File: src/pls_pkg.sv
// constants and types of the phy link status register block
`default_nettype none
package pls_pkg;
    // ========================================
    // bus geometry
    localparam int PLS_ADDR_W = 8;
    localparam int PLS_DATA_W = 32;
    localparam int PLS_REG_W = 16;
    localparam int PLS_BE_W = 4;
    // ========================================
    // register indices; byte address is four times the index
    localparam logic [5:0] PLS_IDX_LINK_STATUS = 6'h01;
    localparam logic [5:0] PLS_IDX_EVT_STATUS = 6'h02;
    localparam logic [5:0] PLS_IDX_EVT_MASK = 6'h03;
    localparam logic [PLS_ADDR_W-1:0] PLS_ADDR_LINK_STATUS =
        {PLS_IDX_LINK_STATUS, 2'b00};
    localparam logic [PLS_ADDR_W-1:0] PLS_ADDR_EVT_STATUS =
        {PLS_IDX_EVT_STATUS, 2'b00};
    localparam logic [PLS_ADDR_W-1:0] PLS_ADDR_EVT_MASK =
        {PLS_IDX_EVT_MASK, 2'b00};
    // ========================================
    // phy_link_status layout
    localparam logic [PLS_REG_W-1:0] PLS_LINK_STATUS_RESET = 16'h7849;
    // constant capability bits: 14,13,12,11,6,3,0 set, reserved zero
    localparam logic [PLS_REG_W-1:0] PLS_FIXED_CAPS = 16'h7849;
    localparam int PLS_BIT_CAP_FAST_FULL_DUPLEX = 14;
    localparam int PLS_BIT_CAP_FAST_HALF_DUPLEX = 13;
    localparam int PLS_BIT_CAP_SLOW_FULL_DUPLEX = 12;
    localparam int PLS_BIT_CAP_SLOW_HALF_DUPLEX = 11;
    localparam int PLS_BIT_NO_PREAMBLE_OK = 6;
    localparam int PLS_BIT_AUTONEG_DONE = 5;
    localparam int PLS_BIT_FAR_END_FAULT = 4;
    localparam int PLS_BIT_AUTONEG_ABLE = 3;
    localparam int PLS_BIT_LINK_UP = 2;
    localparam int PLS_BIT_JABBER = 1;
    localparam int PLS_BIT_EXTENDED_REGS = 0;
    // ========================================
    // condition inputs after synchronising
    localparam int PLS_COND_W = 4;
    localparam int PLS_COND_LINK = 0;
    localparam int PLS_COND_ANEG = 1;
    localparam int PLS_COND_FAULT = 2;
    localparam int PLS_COND_JABBER = 3;
    // latched read-clear bits
    localparam int PLS_LATCH_W = 2;
    localparam int PLS_LATCH_FAULT = 0;
    localparam int PLS_LATCH_JABBER = 1;
    // ========================================
    // interrupt event bits, same layout in status and mask
    localparam int PLS_EVT_W = 4;
    localparam int PLS_EVT_ANEG_DONE = 0;
    localparam int PLS_EVT_FAULT = 1;
    localparam int PLS_EVT_JABBER = 2;
    localparam int PLS_EVT_LINK_CHANGE = 3;
    localparam logic [PLS_EVT_W-1:0] PLS_EVT_RESET = 4'h0;
    // ========================================
    typedef enum logic [1:0] {
        PLS_IDLE = 2'b01,
        PLS_ANSWER = 2'b10
    } pls_bus_state_t;
endpackage
`default_nettype wire

File: src/pls_top.sv
// phy link status register with avalon-mm slave and event interrupt
//
// Function
// status register at index 0x01, read-only 16 bits, reset value 0x7849.
// bits 14 and 13 read one: 100 Mb/s full and half duplex.
// bits 12 and 11 read one: 10 Mb/s full and half duplex.
// bit 15 and bits 10:7 read zero; software preserves them.
// bit 6 reads one: preamble-free management frames accepted.
// bit 5 zero after reset, set once auto-negotiation finishes.
// bit 4 latches remote fault until read; the read clears it.
// bit 3 reads one: auto-negotiation ability.
// bit 2 zero after reset, one while a valid link exists.
// bit 1 latches jabber until read; the read clears it.
// bit 0 reads one: extended register set present.
// read returns latched bits then clears; still-present condition re-sets.
//
// Chosen here: the Avalon-MM interface to the registers.
`default_nettype none
module pls_top (
    input wire logic clk, // system clock, 250 MHz
    input wire logic rst_n, // synchronous reset, active low
    input wire logic ce, // clock enable, freezes state when low
    input wire logic [pls_pkg::PLS_ADDR_W-1:0] address, // byte address
    input wire logic read, // avalon read request
    input wire logic write, // avalon write request
    input wire logic [pls_pkg::PLS_DATA_W-1:0] writedata, // write data
    input wire logic [pls_pkg::PLS_BE_W-1:0] byteenable, // byte lanes
    output logic [pls_pkg::PLS_DATA_W-1:0] readdata, // read data
    output logic waitrequest, // low for one cycle to end a request
    output logic irq, // level interrupt
    input wire logic linkUpPin, // line logic: valid link level
    input wire logic autonegDonePin, // line logic: negotiation finished
    input wire logic farEndFaultPin, // line logic: remote fault level
    input wire logic jabberPin // line logic: jabber level
);
    import pls_pkg::*;

    // ========================================
    // condition inputs
    logic [PLS_COND_W-1:0] condRaw;
    logic [PLS_COND_W-1:0] condSync;
    logic [PLS_LATCH_W-1:0] latchCond;
    logic [PLS_LATCH_W-1:0] latched;
    logic readClear;

    always_comb begin
        condRaw[PLS_COND_LINK] = linkUpPin;
        condRaw[PLS_COND_ANEG] = autonegDonePin;
        condRaw[PLS_COND_FAULT] = farEndFaultPin;
        condRaw[PLS_COND_JABBER] = jabberPin;
        latchCond[PLS_LATCH_FAULT] = condSync[PLS_COND_FAULT];
        latchCond[PLS_LATCH_JABBER] = condSync[PLS_COND_JABBER];
    end

    pls_sync u_sync (
        .clk(clk),
        .rst_n(rst_n),
        .ce(ce),
        .async(condRaw),
        .sync(condSync)
    );

    pls_sticky u_sticky (
        .clk(clk),
        .rst_n(rst_n),
        .ce(ce),
        .cond(latchCond),
        .clear(readClear),
        .latched(latched)
    );

    // ========================================
    // status word as software sees it
    logic [PLS_REG_W-1:0] linkWord;

    always_comb begin
        linkWord = PLS_FIXED_CAPS;
        linkWord[PLS_BIT_AUTONEG_DONE] = condSync[PLS_COND_ANEG];
        linkWord[PLS_BIT_FAR_END_FAULT] = latched[PLS_LATCH_FAULT];
        linkWord[PLS_BIT_LINK_UP] = condSync[PLS_COND_LINK];
        linkWord[PLS_BIT_JABBER] = latched[PLS_LATCH_JABBER];
    end

    // ========================================
    // avalon slave: fixed one wait cycle
    pls_bus_state_t state;
    pls_bus_state_t next_state;
    logic next_waitrequest;
    logic [PLS_DATA_W-1:0] next_readdata;
    logic accept;
    logic [PLS_DATA_W-1:0] readMux;
    logic [PLS_EVT_W-1:0] evtStatus;
    logic [PLS_EVT_W-1:0] evtMask;

    always_comb begin
        readMux = '0;
        case (address)
            PLS_ADDR_LINK_STATUS: begin
                readMux[PLS_REG_W-1:0] = linkWord;
            end
            PLS_ADDR_EVT_STATUS: begin
                readMux[PLS_EVT_W-1:0] = evtStatus;
            end
            PLS_ADDR_EVT_MASK: begin
                readMux[PLS_EVT_W-1:0] = evtMask;
            end
            default: begin
                readMux = '0;
            end
        endcase
    end

    always_comb begin
        next_state = state;
        next_waitrequest = waitrequest;
        next_readdata = readdata;
        accept = 1'b0;
        if (ce) begin
            case (state)
                PLS_IDLE: begin
                    next_waitrequest = 1'b1;
                    if (read || write) begin
                        next_state = PLS_ANSWER;
                        next_waitrequest = 1'b0;
                        next_readdata = read ? readMux : '0;
                    end
                end
                PLS_ANSWER: begin
                    // master samples waitrequest low at this edge
                    accept = read || write;
                    next_state = PLS_IDLE;
                    next_waitrequest = 1'b1;
                end
                default: begin
                    next_state = PLS_IDLE;
                    next_waitrequest = 1'b1;
                end
            endcase
        end
    end

    always_ff @(posedge clk) begin
        if (!rst_n) begin
            state <= PLS_IDLE;
            waitrequest <= 1'b1;
            readdata <= '0;
        end else begin
            state <= next_state;
            waitrequest <= next_waitrequest;
            readdata <= next_readdata;
        end
    end

    // clear at the edge that captures the word: no set lost in between
    always_comb begin
        readClear = ce && (state == PLS_IDLE) && read &&
            (address == PLS_ADDR_LINK_STATUS);
    end

    // ========================================
    // interrupt events
    logic [PLS_COND_W-1:0] condPrev;
    logic [PLS_COND_W-1:0] next_condPrev;
    logic [PLS_EVT_W-1:0] events;
    logic [PLS_EVT_W-1:0] w1c;
    logic [PLS_EVT_W-1:0] next_evtStatus;
    logic [PLS_EVT_W-1:0] next_evtMask;
    logic next_irq;
    logic lowLane;

    always_comb begin
        events[PLS_EVT_ANEG_DONE] =
            condSync[PLS_COND_ANEG] & ~condPrev[PLS_COND_ANEG];
        events[PLS_EVT_FAULT] =
            condSync[PLS_COND_FAULT] & ~condPrev[PLS_COND_FAULT];
        events[PLS_EVT_JABBER] =
            condSync[PLS_COND_JABBER] & ~condPrev[PLS_COND_JABBER];
        events[PLS_EVT_LINK_CHANGE] =
            condSync[PLS_COND_LINK] ^ condPrev[PLS_COND_LINK];
        lowLane = accept && write && byteenable[0];
        w1c = '0;
        next_evtMask = evtMask;
        if (lowLane && (address == PLS_ADDR_EVT_STATUS)) begin
            w1c = writedata[PLS_EVT_W-1:0];
        end
        if (lowLane && (address == PLS_ADDR_EVT_MASK)) begin
            next_evtMask = writedata[PLS_EVT_W-1:0];
        end
        next_condPrev = condPrev;
        next_evtStatus = evtStatus;
        next_irq = irq;
        if (ce) begin
            next_condPrev = condSync;
            // an event in the clearing cycle survives
            next_evtStatus = (evtStatus & ~w1c) | events;
            next_irq = |(evtStatus & evtMask);
        end else begin
            next_evtMask = evtMask;
        end
    end

    always_ff @(posedge clk) begin
        if (!rst_n) begin
            condPrev <= '0;
            evtStatus <= PLS_EVT_RESET;
            evtMask <= PLS_EVT_RESET;
            irq <= 1'b0;
        end else begin
            condPrev <= next_condPrev;
            evtStatus <= next_evtStatus;
            evtMask <= next_evtMask;
            irq <= next_irq;
        end
    end
endmodule
`default_nettype wire

File: src/pls_sync.sv
// two-flop synchronisers for the phy condition levels
`default_nettype none
module pls_sync (
    input wire logic clk, // system clock
    input wire logic rst_n, // synchronous reset, active low
    input wire logic ce, // clock enable
    input wire logic [pls_pkg::PLS_COND_W-1:0] async, // raw levels
    output logic [pls_pkg::PLS_COND_W-1:0] sync // synchronised levels
);
    import pls_pkg::*;

    logic [PLS_COND_W-1:0] stage;
    logic [PLS_COND_W-1:0] next_stage;
    logic [PLS_COND_W-1:0] next_sync;

    // ========================================
    // per-bit chain; first stage feeds only the second
    genvar i;
    generate
        for (i = 0; i < PLS_COND_W; i++) begin : g_bit
            always_comb begin
                next_stage[i] = ce ? async[i] : stage[i];
                next_sync[i] = ce ? stage[i] : sync[i];
            end
            always_ff @(posedge clk) begin
                if (!rst_n) begin
                    stage[i] <= 1'b0;
                    sync[i] <= 1'b0;
                end else begin
                    stage[i] <= next_stage[i];
                    sync[i] <= next_sync[i];
                end
            end
        end
    endgenerate
endmodule
`default_nettype wire

File: src/pls_sticky.sv
// latched condition bits cleared by a read, set winning over clear
`default_nettype none
module pls_sticky (
    input wire logic clk, // system clock
    input wire logic rst_n, // synchronous reset, active low
    input wire logic ce, // clock enable
    input wire logic [pls_pkg::PLS_LATCH_W-1:0] cond, // condition levels
    input wire logic clear, // read of the register first seen in PLS_IDLE
    output logic [pls_pkg::PLS_LATCH_W-1:0] latched // held bits
);
    import pls_pkg::*;

    logic [PLS_LATCH_W-1:0] next_latched;

    // ========================================
    genvar i;
    generate
        for (i = 0; i < PLS_LATCH_W; i++) begin : g_bit
            // a condition still present re-sets the bit at once
            always_comb begin
                next_latched[i] = latched[i];
                if (ce) begin
                    next_latched[i] = (latched[i] & ~clear) | cond[i];
                end
            end
            always_ff @(posedge clk) begin
                if (!rst_n) begin
                    latched[i] <= 1'b0;
                end else begin
                    latched[i] <= next_latched[i];
                end
            end
        end
    endgenerate
endmodule
`default_nettype wire

File: config.mk
export PLATFORM = sky130hd
export DESIGN_NAME = pls_top
export DESIGN_NICKNAME = d
export VERILOG_FILES = /design/src/pls_pkg.sv /design/src/pls_top.sv /design/src/pls_sync.sv /design/src/pls_sticky.sv
export SDC_FILE = /design/constraint.sdc
export NUM_CORES = 1
export LEC_CHECK = 0
export ABC_CLOCK_PERIOD_IN_PS = 1500
export BUFFER_PORTS_ARGS = -buffer_cell sky130_fd_sc_hd__buf_2
export CAP_MARGIN = 25
export CORE_ASPECT_RATIO = 0.5
export CORE_UTILIZATION = 36
export DETAILED_ROUTE_END_ITERATION = 12
export HOLD_SLACK_MARGIN = 0.02
export PLACE_DENSITY = 0.7
export SETUP_SLACK_MARGIN = 0.5
export SLEW_MARGIN = 0
export SYNTH_ARGS = -nofsm -noshare
export SYNTH_HDL_FRONTEND = slang
export SYNTH_SLANG_ARGS = --single-unit
File: constraint.sdc
create_clock -name clk -period 1.5 [get_ports clk]
set_input_delay 0.075 -clock clk [delete_from_list [all_inputs] [get_ports clk]]
set_output_delay 0.075 -clock clk [all_outputs]
set_load 0.03 [all_outputs]
==> flow_metrics.tcl <==
set metrics [dict create \
    clk_latency_ns 0.29 \
    skew_ns 0.006329 \
    dieHeight_um 48.91 \
    cts-buffers-inserted 5 \
    firstDrtPassIters 4 \
    crit_arrival_ns 1.46 \
    syn_avg_cell_area_um2 9.429 \
    drive_gt1_share_pct 33.66 \
    grt-ovfl-total 0 \
    synth-seq-cells 33 \
    clock-sinks 33 \
    timing.final.crit_share_pct 81.89 \
    path_clk_slew_ns 0.07 \
    crit_required_ns 1.73 \
    clock_path_buffers 2 \
    drt-initial-drc-count 87 \
    fmax_mhz 814.1 \
    critPathCaptureType "flip-flop" \
    io_buffers 34 \
    grt_util_all_layers_pct 15.46 \
    layout_min_cycle_time_ns 1.228 \
    hp-class "in -> reg" \
    layout_common_cells "buf_2, dfxtp_1, conb_1, mux2i_1, nor2_1" \
    crit_type "reg -> reg" \
    synth_edf_count 0 \
    wl_um 3072 \
    area_growth_pct 21.09 \
    setup-tns-final_ns 0 \
    globalRouteMet3Util_pct 6.698 \
    path_max_fanout 5 \
    design.core.area_um2 4064 \
    vias_per_cell 4.730 \
    synth_area_um2 1584 \
    vias 1225 \
    rows 16 \
    worst-r2r-setup-slack_ns 0.27 \
    ctsHtreeMaxLevel 2 \
    grt_use_met2_pct 25.24 \
    yosysWarnings 0 \
    gp_congestion 0.7746 \
    clockRootBuffer "clkbuf_8" \
    antenna_found_initial 0 \
    rsz0062_at_grt "true" \
    io_pins 87 \
    power_density_nw_per_um2 1023 \
    synth_cells 168 \
    grt_pass1_wl_um 5354 \
    peakVddDrop_v 0.0003326 \
    ant_nets 0 \
    drc 0 \
    grt_util_met1_pct 17.88 \
    synth_ff_type "dfxtp_1" \
    start_util_pct 38.98 \
    avgRoutedWirePerCell_um 11.86 \
    dpl.hpwl_um 2227 \
    final_common_cell "buf_2" \
    drv_cap 0 \
    final_core_util_pct 47.20 \
    nNetsFinal 258 \
    report.final.setup_viol 0 \
    diodes 0 \
    dieArea_um2 4686 \
    cts_tree "yes" \
    startpoint_type "flip-flop" \
    grt_max_degree 23 \
    grt_pass1_vias 1151 \
    top_usage_layer "met2" \
    final-hold-violation-count 0 \
    fp.dieW_um 95.81 \
    status "completed" \
    synth-seq-area-share_pct 41.71 \
    cellLeakagePower_uw 0.0008487 \
    nFillCells 371 \
    synthArstFlopShare_pct 0 \
    yosysUniqueCellTypes 33 \
    drv_slew 0 \
]
[logic make-up (layout without fill, tap and decap cells)]
group,count (synthesis),count (layout),synth area share [%]
and+or+nand+nor,48,48,18.48
AOI/OAI and AO/OA,35,35,14.77
buffers and inverters,34,51,13.98
DFF,33,33,41.71
muxes,16,16,10.27
other,1,21,0.2367
xor gates and xnor gates,1,1,0.5530
[critical path, cell delays in order (launching register included)]
cell and delay, ns:
dfxtp_2 0.33, nand4b_1 0.21, buf_4 0.17, nor4_4 0.14, buf_6 0.16, a32o_1 0.16
[stage by stage]
step / total power, µW / instance area (µm²) / instances / setup slack (ns) / hold WS, ns
after global placement: 1159 / 1732 / 249 / 0.01102 / 0.2927
after CTS: 1980 / 1896 / 259 / 0.2377 / 0.02122
final: 1962 / 1918 / 259 / 0.2717 / 0.02837
after floorplan: 1150 / 1668 / 188 / 0.1407 / 0.1851
after detailed placement: 1164 / 1732 / 249 / -0.007491 / 0.3040
after global routing: 2062 / 1918 / 259 / 0.2245 / 0.02242
[metal layers]
layer	share of wire (%)	wire length (µm)	vias to the layer above
li1	-	-	614
met5	0	0	-
met2	46	1415	49
met1	46	1416	558
met3	6.4	197	4
met4	1.4	44	0
[synth_stat cells, types with 2 or more instances]
library cell	n	area share (%)
a211oi_1	2	0.95
mux2_2	2	1.4
o2bb2ai_1	4	2.2
a32o_1	2	1.3
a22oi_1	4	1.9
o21ai_0	8	2.5
dfxtp_1	33	42
nand4b_1	2	1.1
clkbuf_1	7	1.7
nand2b_1	3	1.2
or4_4	2	1.4
buf_4	25	12
nor4_4	2	2.7
nand2_1	12	2.8
and3b_1	3	1.7
nor2b_1	5	2.0
mux2i_1	14	8.8
nor2_1	14	3.3
o21a_1	2	0.95
a21o_1	2	0.95
a21oi_1	8	2.5
[where the power goes]
part           leakage (µW)  switching [µW]  internal [µW]
sequential         0.000269            16.6            901
combinational      0.000526             166           78.9
clock             0.0000540             317            482
[final cells by class]
cell class / instances / area, µm² / share of cell area (%)
Tap cell: 54 / 67.56 / 3.523
Inverter: 1 / 3.754 / 0.1957
Multi-Input combinational cell: 121 / 825.8 / 43.05
Sequential cell: 33 / 664.4 / 34.64
Clock buffer: 5 / 68.82 / 3.588
Clock inverter: 2 / 35.03 / 1.826
Timing Repair Buffer: 43 / 252.7 / 13.18
[path summary, 6_finish.rpt]
kind | from | end | cells after the start
worst max-delay path | state[1] | readdata[4] | 5
worst min-delay path | farEndFaultPin | u_sync.stage[2] | 3
worst max register to register | state[1] | readdata[4] | 5
worst min register to register | readdata[1] | readdata[1] | 1
[sequential cells by signal, indices dropped and copies added (netlist names)]
signal / flops
u_sync.stage: 4
u_sticky.latched: 2
waitrequest: 1
irq: 1
u_sync.sync: 4
condPrev: 4
evtStatus: 4
readdata: 7
evtMask: 4
state: 2
[what timing repair did]
item / in CTS / in global routing
endpoints found under the setup margin: 17 / 24
hold buffers: 1 / 0
pin swaps: 13 / 7
gates resized for setup: 8 / 6
buffers inserted: 2 / 0
gates cloned: 0 / 0
hold endpoints to repair: 1 / 0
No activity file was read; power rests on OpenSTA's default activity.
